**src/clock_generator_config_pkg.sv**
```systemverilog
// Constants and types shared by the clock generator configuration block.
package clock_generator_config_pkg;

    // Bank size and field widths.
    localparam int NGEN      = 9;
    localparam int IDX_W     = 4;
    localparam int SRC_W     = 5;
    localparam int FACT_W    = 16;
    localparam int CNT_W     = FACT_W + 2;
    localparam int ADDR_W    = 8;
    localparam int DATA_W    = 32;
    localparam int BE_W      = 4;
    localparam int EXT_SRC_N = 8;

    // Register byte addresses.
    localparam logic [ADDR_W-1:0] CTRL_OFFSET = 8'h04;
    localparam logic [ADDR_W-1:0] DIV_OFFSET  = 8'h08;

    // Field positions.
    localparam int IDX_LSB      = 0;
    localparam int SEL_LSB      = 8;
    localparam int FACT_LSB     = 8;
    localparam int ON_BIT       = 16;
    localparam int DUTY_BIT     = 17;
    localparam int OFF_VAL_BIT  = 18;
    localparam int OUT_EN_BIT   = 19;
    localparam int DIVMODE_BIT  = 20;
    localparam int RUN_STBY_BIT = 21;

    // Generator indices.
    localparam logic [IDX_W-1:0] GEN_LAST = 4'h8;

    // Source codes.
    localparam logic [SRC_W-1:0] SOURCE_CRYSTAL_OSCILLATOR   = 5'h00;
    localparam logic [SRC_W-1:0] SOURCE_GENERATOR_INPUT_PAD  = 5'h01;
    localparam logic [SRC_W-1:0] SOURCE_GENERATOR_ONE_OUTPUT = 5'h02;
    localparam logic [SRC_W-1:0] SOURCE_ULTRA_LOW_POWER_32K  = 5'h03;
    localparam logic [SRC_W-1:0] SOURCE_INTERNAL_32K         = 5'h04;
    localparam logic [SRC_W-1:0] SOURCE_EXTERNAL_32K_CRYSTAL = 5'h05;
    localparam logic [SRC_W-1:0] SOURCE_INTERNAL_8MHZ        = 5'h06;
    localparam logic [SRC_W-1:0] SOURCE_LOCKED_LOOP_48MHZ    = 5'h07;
    localparam logic [SRC_W-1:0] SOURCE_PLL_96MHZ            = 5'h08;

    // Reset values.
    localparam logic [DATA_W-1:0] CTRL_POWER_RST_GEN0 = 32'h00010600;
    localparam logic [DATA_W-1:0] CTRL_POWER_RST_GEN2 = 32'h00010302;
    localparam logic [DATA_W-1:0] CTRL_POWER_RST_REST = 32'h00000000;
    localparam logic [FACT_W-1:0] DIV_POWER_RST       = 16'h0000;

    // Implemented factor bits per generator.
    localparam logic [FACT_W-1:0] FACT_MASK_GEN1    = 16'hffff;
    localparam logic [FACT_W-1:0] FACT_MASK_GEN2    = 16'h001f;
    localparam logic [FACT_W-1:0] FACT_MASK_DEFAULT = 16'h00ff;

    // Largest factor whose value plus one is the exponent in power-of-two mode; larger factors give the largest exponent, 16.
    localparam logic [FACT_W-1:0] MAX_SHIFT = 16'h000f;

    typedef struct packed {
        logic             run_stby;
        logic             divide_mode;
        logic             out_en;
        logic             out_off_value;
        logic             duty_fix;
        logic             generator_on;
        logic [SRC_W-1:0] source_select;
    } gen_ctrl_t;

endpackage

```
**src/clock_generator_config.sv**
```systemverilog
// Register views and divider logic for a bank of nine clock generators.
//
// The plain strobed port was decided locally.
`timescale 1ns/1ps

module clock_generator_config (
    // Clock and resets.
    input  wire logic                                                 i_clk,
    input  wire logic                                                 i_reset,
    input  wire logic                                                 i_user_reset,
    // Register port.
    input  wire logic [clock_generator_config_pkg::ADDR_W-1:0]        i_addr,
    input  wire logic [clock_generator_config_pkg::DATA_W-1:0]        i_wdata,
    input  wire logic [clock_generator_config_pkg::BE_W-1:0]          i_wr_be,
    input  wire logic                                                 i_wr,
    input  wire logic                                                 i_rd,
    output logic      [clock_generator_config_pkg::DATA_W-1:0]        o_rdata,
    // Consumer status per generator.
    input  wire logic [clock_generator_config_pkg::NGEN-1:0]          i_feeds_write_lock,
    input  wire logic [clock_generator_config_pkg::NGEN-1:0]          i_feeds_rtc,
    // Source clock edges, one pulse per edge of each source.
    input  wire logic [clock_generator_config_pkg::EXT_SRC_N-1:0]     i_src_edge,
    // Generator outputs.
    output logic      [clock_generator_config_pkg::NGEN-1:0]          o_gen_clk,
    output logic      [clock_generator_config_pkg::NGEN-1:0]          o_gen_active
);
    import clock_generator_config_pkg::*;

    typedef struct packed {
        logic [IDX_W-1:0]                 ctrl_index;
        logic [IDX_W-1:0]                 div_index;
        gen_ctrl_t [NGEN-1:0]             ctrl;
        logic [NGEN-1:0][FACT_W-1:0]      factor;
        logic [NGEN-1:0][CNT_W-1:0]       edge_cnt;
        logic [NGEN-1:0]                  level;
        logic [NGEN-1:0]                  level_edge;
        logic [NGEN-1:0]                  active;
        logic [DATA_W-1:0]                rdata;
    } state_t;

    state_t                 st_ff;
    state_t                 nxt_st;

    logic [IDX_W-1:0]       tgt;
    logic [FACT_W:0]        period_n;
    logic [FACT_W:0]        high_n;
    logic                   src_edge;
    logic                   run;
    logic                   keep;
    logic [FACT_W-1:0]      fmask_w;

    // Unpacks a full control word into stored fields.
    function automatic gen_ctrl_t word_to_ctrl(input logic [DATA_W-1:0] w);
        gen_ctrl_t c;
        c.run_stby      = w[RUN_STBY_BIT];
        c.divide_mode   = w[DIVMODE_BIT];
        c.out_en        = w[OUT_EN_BIT];
        c.out_off_value = w[OFF_VAL_BIT];
        c.duty_fix      = w[DUTY_BIT];
        c.generator_on  = w[ON_BIT];
        c.source_select = w[SEL_LSB +: SRC_W];
        return c;
    endfunction

    // Power-on control settings of one generator.
    function automatic gen_ctrl_t ctrl_default(input int g);
        gen_ctrl_t c;
        if (g == 0) begin
            c = word_to_ctrl(CTRL_POWER_RST_GEN0);
        end else if (g == 2) begin
            c = word_to_ctrl(CTRL_POWER_RST_GEN2);
        end else begin
            c = word_to_ctrl(CTRL_POWER_RST_REST);
        end
        return c;
    endfunction

    // Writable factor bits of one generator.
    function automatic logic [FACT_W-1:0] fact_mask(input logic [IDX_W-1:0] g);
        logic [FACT_W-1:0] m;
        if (g == 4'h1) begin
            m = FACT_MASK_GEN1;
        end else if (g == 4'h2) begin
            m = FACT_MASK_GEN2;
        end else begin
            m = FACT_MASK_DEFAULT;
        end
        return m;
    endfunction

    // Read-back word of the control view.
    function automatic logic [DATA_W-1:0] ctrl_word(input logic [IDX_W-1:0] idx,
                                                    input gen_ctrl_t     c);
        logic [DATA_W-1:0] w;
        w                      = '0;
        w[IDX_LSB +: IDX_W]    = idx;
        w[SEL_LSB +: SRC_W]    = c.source_select;
        w[ON_BIT]              = c.generator_on;
        w[DUTY_BIT]            = c.duty_fix;
        w[OFF_VAL_BIT]         = c.out_off_value;
        w[OUT_EN_BIT]          = c.out_en;
        w[DIVMODE_BIT]         = c.divide_mode;
        w[RUN_STBY_BIT]        = c.run_stby;
        return w;
    endfunction

    // Number of source periods in one output period.
    function automatic logic [FACT_W:0] period(input logic [FACT_W-1:0] f,
                                               input logic              m);
        logic [FACT_W:0] r;
        logic [4:0]      e;
        e = (f > MAX_SHIFT) ? 5'h10 : (f[4:0] + 5'h01);
        if (m) begin
            r = {{FACT_W{1'b0}}, 1'b1} << e;
        end else if (f <= 16'h0001) begin
            r = {{FACT_W{1'b0}}, 1'b1};
        end else begin
            r = {1'b0, f};
        end
        return r;
    endfunction

    // Picks the edge stream of the selected source.
    function automatic logic source_edge(input logic [SRC_W-1:0]     s,
                                         input logic [EXT_SRC_N-1:0] ext,
                                         input logic                 gen_one_edge);
        logic       r;
        logic [4:0] k;
        r = 1'b0;
        k = 5'h00;
        if (s == SOURCE_GENERATOR_ONE_OUTPUT) begin
            r = gen_one_edge;
        end else if (s < SOURCE_GENERATOR_ONE_OUTPUT) begin
            r = ext[s[2:0]];
        end else if (s <= SOURCE_PLL_96MHZ) begin
            k = s - 5'h01;
            r = ext[k[2:0]];
        end
        return r;
    endfunction

    always_comb begin
        nxt_st   = st_ff;
        tgt      = '0;
        period_n = '0;
        high_n   = '0;
        src_edge = 1'b0;
        run      = 1'b0;
        keep     = 1'b0;
        fmask_w  = '0;
        nxt_st.rdata = '0;

        // Read data stand for exactly the cycle after the strobe.
        if (i_rd) begin
            if (i_addr == CTRL_OFFSET) begin
                if (st_ff.ctrl_index <= GEN_LAST) begin
                    nxt_st.rdata = ctrl_word(st_ff.ctrl_index,
                                             st_ff.ctrl[st_ff.ctrl_index]);
                end else begin
                    nxt_st.rdata = ctrl_word(st_ff.ctrl_index, '0);
                end
            end else if (i_addr == DIV_OFFSET) begin
                nxt_st.rdata[IDX_LSB +: IDX_W] = st_ff.div_index;
                if (st_ff.div_index <= GEN_LAST) begin
                    nxt_st.rdata[FACT_LSB +: FACT_W] = st_ff.factor[st_ff.div_index];
                end
            end
        end

        // A low-byte write moves the index; bytes 1 and 2 update the addressed entry.
        if (i_wr && (i_addr == CTRL_OFFSET)) begin
            tgt = i_wr_be[0] ? i_wdata[IDX_LSB +: IDX_W] : st_ff.ctrl_index;
            if (i_wr_be[0]) begin
                nxt_st.ctrl_index = i_wdata[IDX_LSB +: IDX_W];
            end
            if (tgt <= GEN_LAST) begin
                if (i_wr_be[1]) begin
                    nxt_st.ctrl[tgt].source_select = i_wdata[SEL_LSB +: SRC_W];
                end
                if (i_wr_be[2]) begin
                    nxt_st.ctrl[tgt].generator_on  = i_wdata[ON_BIT];
                    nxt_st.ctrl[tgt].duty_fix      = i_wdata[DUTY_BIT];
                    nxt_st.ctrl[tgt].out_off_value = i_wdata[OFF_VAL_BIT];
                    nxt_st.ctrl[tgt].out_en        = i_wdata[OUT_EN_BIT];
                    nxt_st.ctrl[tgt].divide_mode   = i_wdata[DIVMODE_BIT];
                    nxt_st.ctrl[tgt].run_stby      = i_wdata[RUN_STBY_BIT];
                end
            end
        end else if (i_wr && (i_addr == DIV_OFFSET)) begin
            tgt = i_wr_be[0] ? i_wdata[IDX_LSB +: IDX_W] : st_ff.div_index;
            fmask_w = fact_mask(tgt);
            if (i_wr_be[0]) begin
                nxt_st.div_index = i_wdata[IDX_LSB +: IDX_W];
            end
            if (tgt <= GEN_LAST) begin
                if (i_wr_be[1]) begin
                    nxt_st.factor[tgt][7:0] = i_wdata[FACT_LSB +: 8] & fmask_w[7:0];
                end
                if (i_wr_be[2]) begin
                    nxt_st.factor[tgt][15:8] = i_wdata[FACT_LSB + 8 +: 8]
                                               & fmask_w[15:8];
                end
            end
        end

        // Each divider counts source edges: two edges make one source period.
        for (int g = 0; g < NGEN; g++) begin
            period_n = period(st_ff.factor[g], st_ff.ctrl[g].divide_mode);
            if (st_ff.ctrl[g].duty_fix || !period_n[0] || (period_n == 17'h00001)) begin
                high_n = period_n;
            end else begin
                high_n = period_n - 17'h00001;
            end
            src_edge = source_edge(st_ff.ctrl[g].source_select, i_src_edge,
                                   st_ff.level_edge[1]);
            run = st_ff.ctrl[g].generator_on
                  && (st_ff.ctrl[g].source_select <= SOURCE_PLL_96MHZ);
            nxt_st.active[g]     = run;
            nxt_st.level_edge[g] = 1'b0;
            if (!run) begin
                nxt_st.edge_cnt[g] = '0;
                nxt_st.level[g]    = 1'b0;
            end else if (src_edge) begin
                nxt_st.level[g] = (st_ff.edge_cnt[g] < {1'b0, high_n});
                if (st_ff.edge_cnt[g] >= ({period_n, 1'b0} - 18'h00001)) begin
                    nxt_st.edge_cnt[g] = '0;
                end else begin
                    nxt_st.edge_cnt[g] = st_ff.edge_cnt[g] + 18'h00001;
                end
                nxt_st.level_edge[g] = (nxt_st.level[g] != st_ff.level[g]);
            end
        end

        // Power reset restores everything; user reset spares protected generators other than generator 0.
        if (i_reset) begin
            nxt_st.ctrl_index = '0;
            nxt_st.div_index  = '0;
            nxt_st.rdata      = '0;
            for (int g = 0; g < NGEN; g++) begin
                nxt_st.ctrl[g]       = ctrl_default(g);
                nxt_st.factor[g]     = DIV_POWER_RST;
                nxt_st.edge_cnt[g]   = '0;
                nxt_st.level[g]      = 1'b0;
                nxt_st.level_edge[g] = 1'b0;
                nxt_st.active[g]     = 1'b0;
            end
        end else if (i_user_reset) begin
            nxt_st.ctrl_index = '0;
            nxt_st.div_index  = '0;
            nxt_st.rdata      = '0;
            for (int g = 0; g < NGEN; g++) begin
                keep = (g != 0) && (i_feeds_write_lock[g] || i_feeds_rtc[g]);
                if (!keep) begin
                    nxt_st.ctrl[g]       = ctrl_default(g);
                    nxt_st.factor[g]     = DIV_POWER_RST;
                    nxt_st.edge_cnt[g]   = '0;
                    nxt_st.level[g]      = 1'b0;
                    nxt_st.level_edge[g] = 1'b0;
                    nxt_st.active[g]     = 1'b0;
                end
            end
        end
    end

    always_ff @(posedge i_clk) begin
        st_ff <= nxt_st;
    end

    assign o_rdata      = st_ff.rdata;
    assign o_gen_clk    = st_ff.level;
    assign o_gen_active = st_ff.active;

endmodule

```
**config.mk**
```make
export PLATFORM = sky130hd
export DESIGN_NAME = clock_generator_config
export DESIGN_NICKNAME = d
export VERILOG_FILES = /design/src/clock_generator_config_pkg.sv /design/src/clock_generator_config.sv
export SDC_FILE = /design/constraint.sdc
export NUM_CORES = 2
export LEC_CHECK = 0
export BUFFER_PORTS_ARGS = -buffer_cell sky130_fd_sc_hd__buf_2
export CORE_MARGIN = 2
export CORE_UTILIZATION = 60
export CTS_CLUSTER_DIAMETER = 120
export CTS_CLUSTER_SIZE = 24
export DETAILED_ROUTE_END_ITERATION = 12
export PLACE_DENSITY = 0.84
export SLEW_MARGIN = 20
export SYNTH_ARGS = -nofsm -noshare
export SYNTH_HDL_FRONTEND = slang
export SYNTH_SLANG_ARGS = --single-unit
```
**constraint.sdc**
```tcl
create_clock -name i_clk -period 16.2 [get_ports i_clk]
set_input_delay 3.24 -clock i_clk [delete_from_list [all_inputs] [get_ports i_clk]]
set_output_delay 3.24 -clock i_clk [all_outputs]
set_load 0.02 [all_outputs]
```
# Word-level counts from Yosys, hierarchy flattened
# Index checks and enable logic that the tools add are counted.
# Widths: inputs -> output; s select.
# totals
ff_bits,464
word_cells,588
in_bits,75
out_inout_bits,50
# classes
mux,270
shifts,9
bitwise,6
addsub,45
order_cmp,82
reduce_logical,55
eq_ne,31
# ops
cell,n
$mux 144,8
$bwmux 99,7
$mux 18,35
$mux 99,6
$mux 464,1
$mux 16,25
$demux 11 s4,7
$mux 17,18
$bwmux 144,2
$add 18x1->18 const B,9
$ge 18x18->1,9
$lt 18x17->1,9
$sub 18x1->18 const B,9
$eq 17x1->1 const B,9
$shl 1x5->17 const A,9
$sub 17x1->17 const B,9
$gt 16x4->1 const B,9
$le 16x1->1 const B,9
$demux 16 s4,2
$mux 11,10
$mux 1,105
$lt 3x4->1 const B,18
$bmux 16 s4,1
$bmux 1 s3,18
other kinds (33),154

# Logic depth before layout (Yosys ltp)
# depth
depth_word,20
ltp_mapped,24
ltp_nobuf,22

# Worst setup path before layout
# No wires, ideal clock.
# synth_timing
path_kind,input port to flip-flop
from,input port i_addr[5] (netlist name)
to,register (tool-made name)
slack_ns,10.742
n_path_buf,1
arrival_time_ns,5.333
stages,9
cell_sequence,or4_1 nor2_1 and4b_1 buf_2 nand2_1 or2_2 nor2_1 mux2i_1 nand2_1
# synth_rtl
element,line_no,rtl
from (decl),clock_generator_config.sv:12,"input wire logic [clock_generator_config_pkg::ADDR_W-1:0] i_addr,"

# Worst setup path in the final report
# layout_timing
from,register st_ff[328] (netlist name)
to,register st_ff[174] (netlist name)
# layout_via
elab_chain_len,11
# layout_lines
element,line_no,rtl
from (decl),clock_generator_config.sv:41,state_t st_ff;
from (signal assigned),clock_generator_config.sv:266,st_ff <= nxt_st;
$gt 16x4->1,clock_generator_config.sv:112,e = (f > MAX_SHIFT) ? 5'h10 : (f[4:0] + 5'h01);
$mux 5,clock_generator_config.sv:112,
$shl 1x5->17,clock_generator_config.sv:114,"r = {{FACT_W{1'b0}}, 1'b1} << e;"
$mux 17 (*),clock_generator_config.sv:113,if (m) begin
$sub 18x1->18 (*),clock_generator_config.sv:225,"if (st_ff.edge_cnt[g] >= ({period_n, 1'b0} - 18'h00001)) begin"
$ge 18x18->1 (*),clock_generator_config.sv:225,
$mux 18 (*),clock_generator_config.sv:225,
$mux 18 (*),clock_generator_config.sv:223,end else if (src_edge) begin
$mux 18 (*),clock_generator_config.sv:220,if (!run) begin
$mux 18,clock_generator_config.sv:253,if (!keep) begin
$mux 464 (*),clock_generator_config.sv:247,end else if (i_user_reset) begin
# Mark *: on every way between the ends. The rest lies on a longest branch, timed or not.
# A chain may end at the register's enable or synchronous reset.

==> results summary <==
The share of cells above drive strength 1 came out at under 10%. Based on the critical path, the design can be clocked at up to 163 MHz. The clock insertion delay at the later pin of the skew report is roughly 620 ps. The register-to-register setup slack came out at 10070 ps. In this run the cell area of the synthesized design comes to 36600 sq um. The total grt overflow came out at 0.

The number of synthesis warnings came out at 0. The commonest register cell after synthesis is dfxtp_1. After the first detailed-routing iteration, the DRC count stood at about 3300. The area used by multi-input combinational logic is 25800 sq um. The number of clock sinks is 452. The count of flip-flops with a built-in enable after synthesis came out at 0.

The core area came out at around 60000 sq um. The run finished with clean final reports. The final standard cell count with taps included and fillers excluded is 5124.

Counting tap cells, the placed design contains a total of slightly above 5000 instances. The initialized floorplan defines 90 standard-cell rows. The number of vias per cell is 6.50. For hold timing, the worst endpoint is st_ff[460].

The worst-case IR drop observed on VDD is 0.0841 mV. The number of buffers created by CTS came out at 23. In this run the critical register-to-register path is launched from st_ff[328]. The final worst-path cycle share came out at 37.8%.

The total power divided by cell area is 49.5 nW/um^2. The hold-fix buffer count after cts is 0. After detailed routing, the total wire length is 102000 um. For this configuration, the core starts out at a cell density of between 60% and 70%. The H-tree depth is 1.

In this run, post-CTS repair resized a total of 0 instances. The number of distinct library cells after synthesis came out at 108. The count of nets after finishing came out at around 4800.

The actual slew at the worst max-slew pin came out at 1210 ps. The global-route wire length before repair is 164000 um. The worst min-delay path class is reg2reg. Pin placement for this block handled 125 I/O pins. The type of the setup path with the least slack is reg2reg. The die covers 62900 sq um.

The worst setup path is launched from a flop. The routability congestion estimate from global placement came out at 0.994. Between clock sinks in the finished design, the worst skew comes to 42.9 ps. The total half-perimeter wirelength after legalization and detailed placement came out at 77900 um.

The number of cells produced by synthesis is 4427. The total count of hold-check failures in the final report was 0. The share of flip-flops with an asynchronous set or reset is 0%. The number of routed nets with antenna violations is 0. The worst hold path cell count is 2.

The highest net fanout along the worst path came out at 14. The number of input and output port buffers inserted came out at 97. Setup repair after global routing left no endpoint under its margin. Across the whole layout, storage elements account for slightly above 9000 sq um. The required time of the worst setup path came out at 16690 ps.

The design area came out at 37800 sq um. The completed layout was analyzed and its total power is 1.87 mW. The worst reg2reg path endpoint is st_ff[174]. The total negative slack came out at 0 ps. The number of search-and-repair iterations in the first detailed-routing pass is 7. The sequential element share of the synthesized area is 24.7%. The cell area after placement came out at 37100 sq um.

The signed area change from the synthesized netlist to the final layout is 3.24%. Across all hold checks on the routed design, the worst slack comes to 469 ps. STA classifies the critical path endpoint as a flop. Averaged over all synthesized cells, the footprint is 8.26 sq um.

Clock-pin slew was measured on the worst setup and hold paths at 100 ps. The startpoint identified for the worst hold timing path is st_ff[460]. In the routed design, unresolved DRC markers number 0. The number of max-cap violations is 0. The via count of the first global-routing pass is 30900. The number of buffers on the longest clock path is 3.

Clock tree synthesis selected as its root buffer the cell clkbuf_16. For the worst flop-to-flop path, the logic depth is 18. Headroom to the max-slew limit came out at between 10% and 20%.

The total count of max-transition violations in the final report is 0. The detailed-route wire length per cell is 19.8 um. The total via count in the routed design is 33300. The number of filler instances in the final layout came out at 5212. The floorplan die height came out at 251 um.

The width of the chip came out at 251 um. TritonCTS built the clock tree. The total routing usage reported by global routing is 31.4%. The leakage power total is 14.6 nW. The shortest clock period the worst path allows after layout is 6130 ps. Post-CTS timing repair inserted 0 buffers for setup. Data on the critical path arrives at its endpoint at 6620 ps. The final setup violation count came out at 0.

The count of state elements after synthesis is 452. The pin count of the biggest net entering global routing is 40. The initial antenna violation count came to 8.
==> kinds of logic after synthesis <==
group | count (synthesis) | synth area share (%)
mux | 260 | 9.66
buf+inv | 408 | 4.88
other cells | 1 | 0.0103
flops | 452 | 24.7
xor+xnor | 383 | 9.19
fa+ha+maj | 369 | 12.6
compound gates | 869 | 16.0
simple gates | 1685 | 22.9
==> metal layers <==
layer	vias up	track usage, %	routed length [um]
li1	15800	-	-
met1	15700	43.8	44000
met2	1539	48.1	43600
met3	233	6.04	9970
met4	12	11.8	3880
met5	-	0	73
==> placed cells by master (no fill, tap or decap), drive strengths merged, types with 23 or more instances in the layout <==
cell / netlist / routed
a211oi: 23 / 23
a21o: 110 / 110
a21oi: 246 / 246
a22oi: 71 / 71
a31oi: 34 / 34
a32oi: 29 / 29
and2: 94 / 94
and3: 68 / 68
and4: 23 / 23
buf: 91 / 122
clkbuf: 160 / 26
dfxtp: 452 / 452
ha: 369 / 369
inv: 155 / 156
mux2i: 168 / 168
mux4: 72 / 72
nand2: 303 / 303
nand2b: 30 / 30
nand3: 152 / 152
nand4: 115 / 115
nor2: 573 / 573
nor2b: 49 / 49
nor3: 113 / 113
nor4: 59 / 59
o21ai: 131 / 131
o22ai: 28 / 28
or3: 25 / 25
xnor2: 226 / 226
xor2: 157 / 157
==> worst max-delay path by stage <==
stage                     slack (ps)       start    endpoint
after global placement          9800   i_addr[5]  st_ff[333]
after floorplan                10740   i_addr[5]        flop
after detailed placement        9730   i_addr[5]  st_ff[338]
after global routing            9600  st_ff[328]  st_ff[170]
final                          10070  st_ff[328]  st_ff[174]
after CTS                      10190  st_ff[328]  st_ff[174]
==> per-stage QoR <==
step | util, % | setup slack [ps]
global route | 62.5 | 9600
global placement | 61.4 | 9800
detailed placement | 61.4 | 9730
floorplan | - | 10740
finish | 62.6 | 10070
CTS | 62.5 | 10190
==> cell usage after synthesis, types with 69 or more instances <==
cell type,instances,area share [%]
and2_1,91,1.6
nor3_1,109,1.5
a22oi_1,69,1.4
dfxtp_1,452,25
inv_1,155,1.6
ha_1,369,13
nand2_1,303,3.1
nand4_1,114,1.9
nand3_1,151,2.1
clkbuf_1,160,1.6
o21ai_0,121,1.7
xor2_1,157,3.8
mux4_2,72,4.4
a21oi_1,245,3.4
a21o_1,110,2.3
nor2_1,571,5.9
mux2i_1,168,4.6
xnor2_1,225,5.4
==> area by class of cell <==
type,instances,share of cell area (%)
well taps,782,2.59
inverters,157,1.56
diodes,4,0.0265
repair buffers,122,1.78
multi-input cells,3578,68.3
flip-flops and latches,452,24.0
clock buffers,26,1.58
clock inverters,3,0.146
==> state kept, by name (all words and copies together) (netlist names), named ones only <==
register      flops
st_ff           387
o_rdata          20
o_gen_active      9
o_gen_clk         9
==> critical path, cell delays in order, from the launching register on <==
cell and delay (ps):
dfxtp_1 390, or4_1 640, nor4_2 900, a21oi_1 430, nand2_1 230, and2_1 220
ha_1 270, o2111ai_1 310, a211oi_1 590, xor2_1 160, ha_1 310, and4_1 200
nand2_1 60, o311a_1 280, o21ai_0 210, a21oi_1 100, o21ai_1 400, buf_4 270
nor2_1 60
==> power breakdown <==
part	switching [mW]	leakage, nW	internal, mW
Combinational	0.0624	10.7	0.0240
Clock	0.390	0.321	0.281
Sequential	0.00156	3.64	1.11
Note: power is estimated with default switching activity, not from simulation.
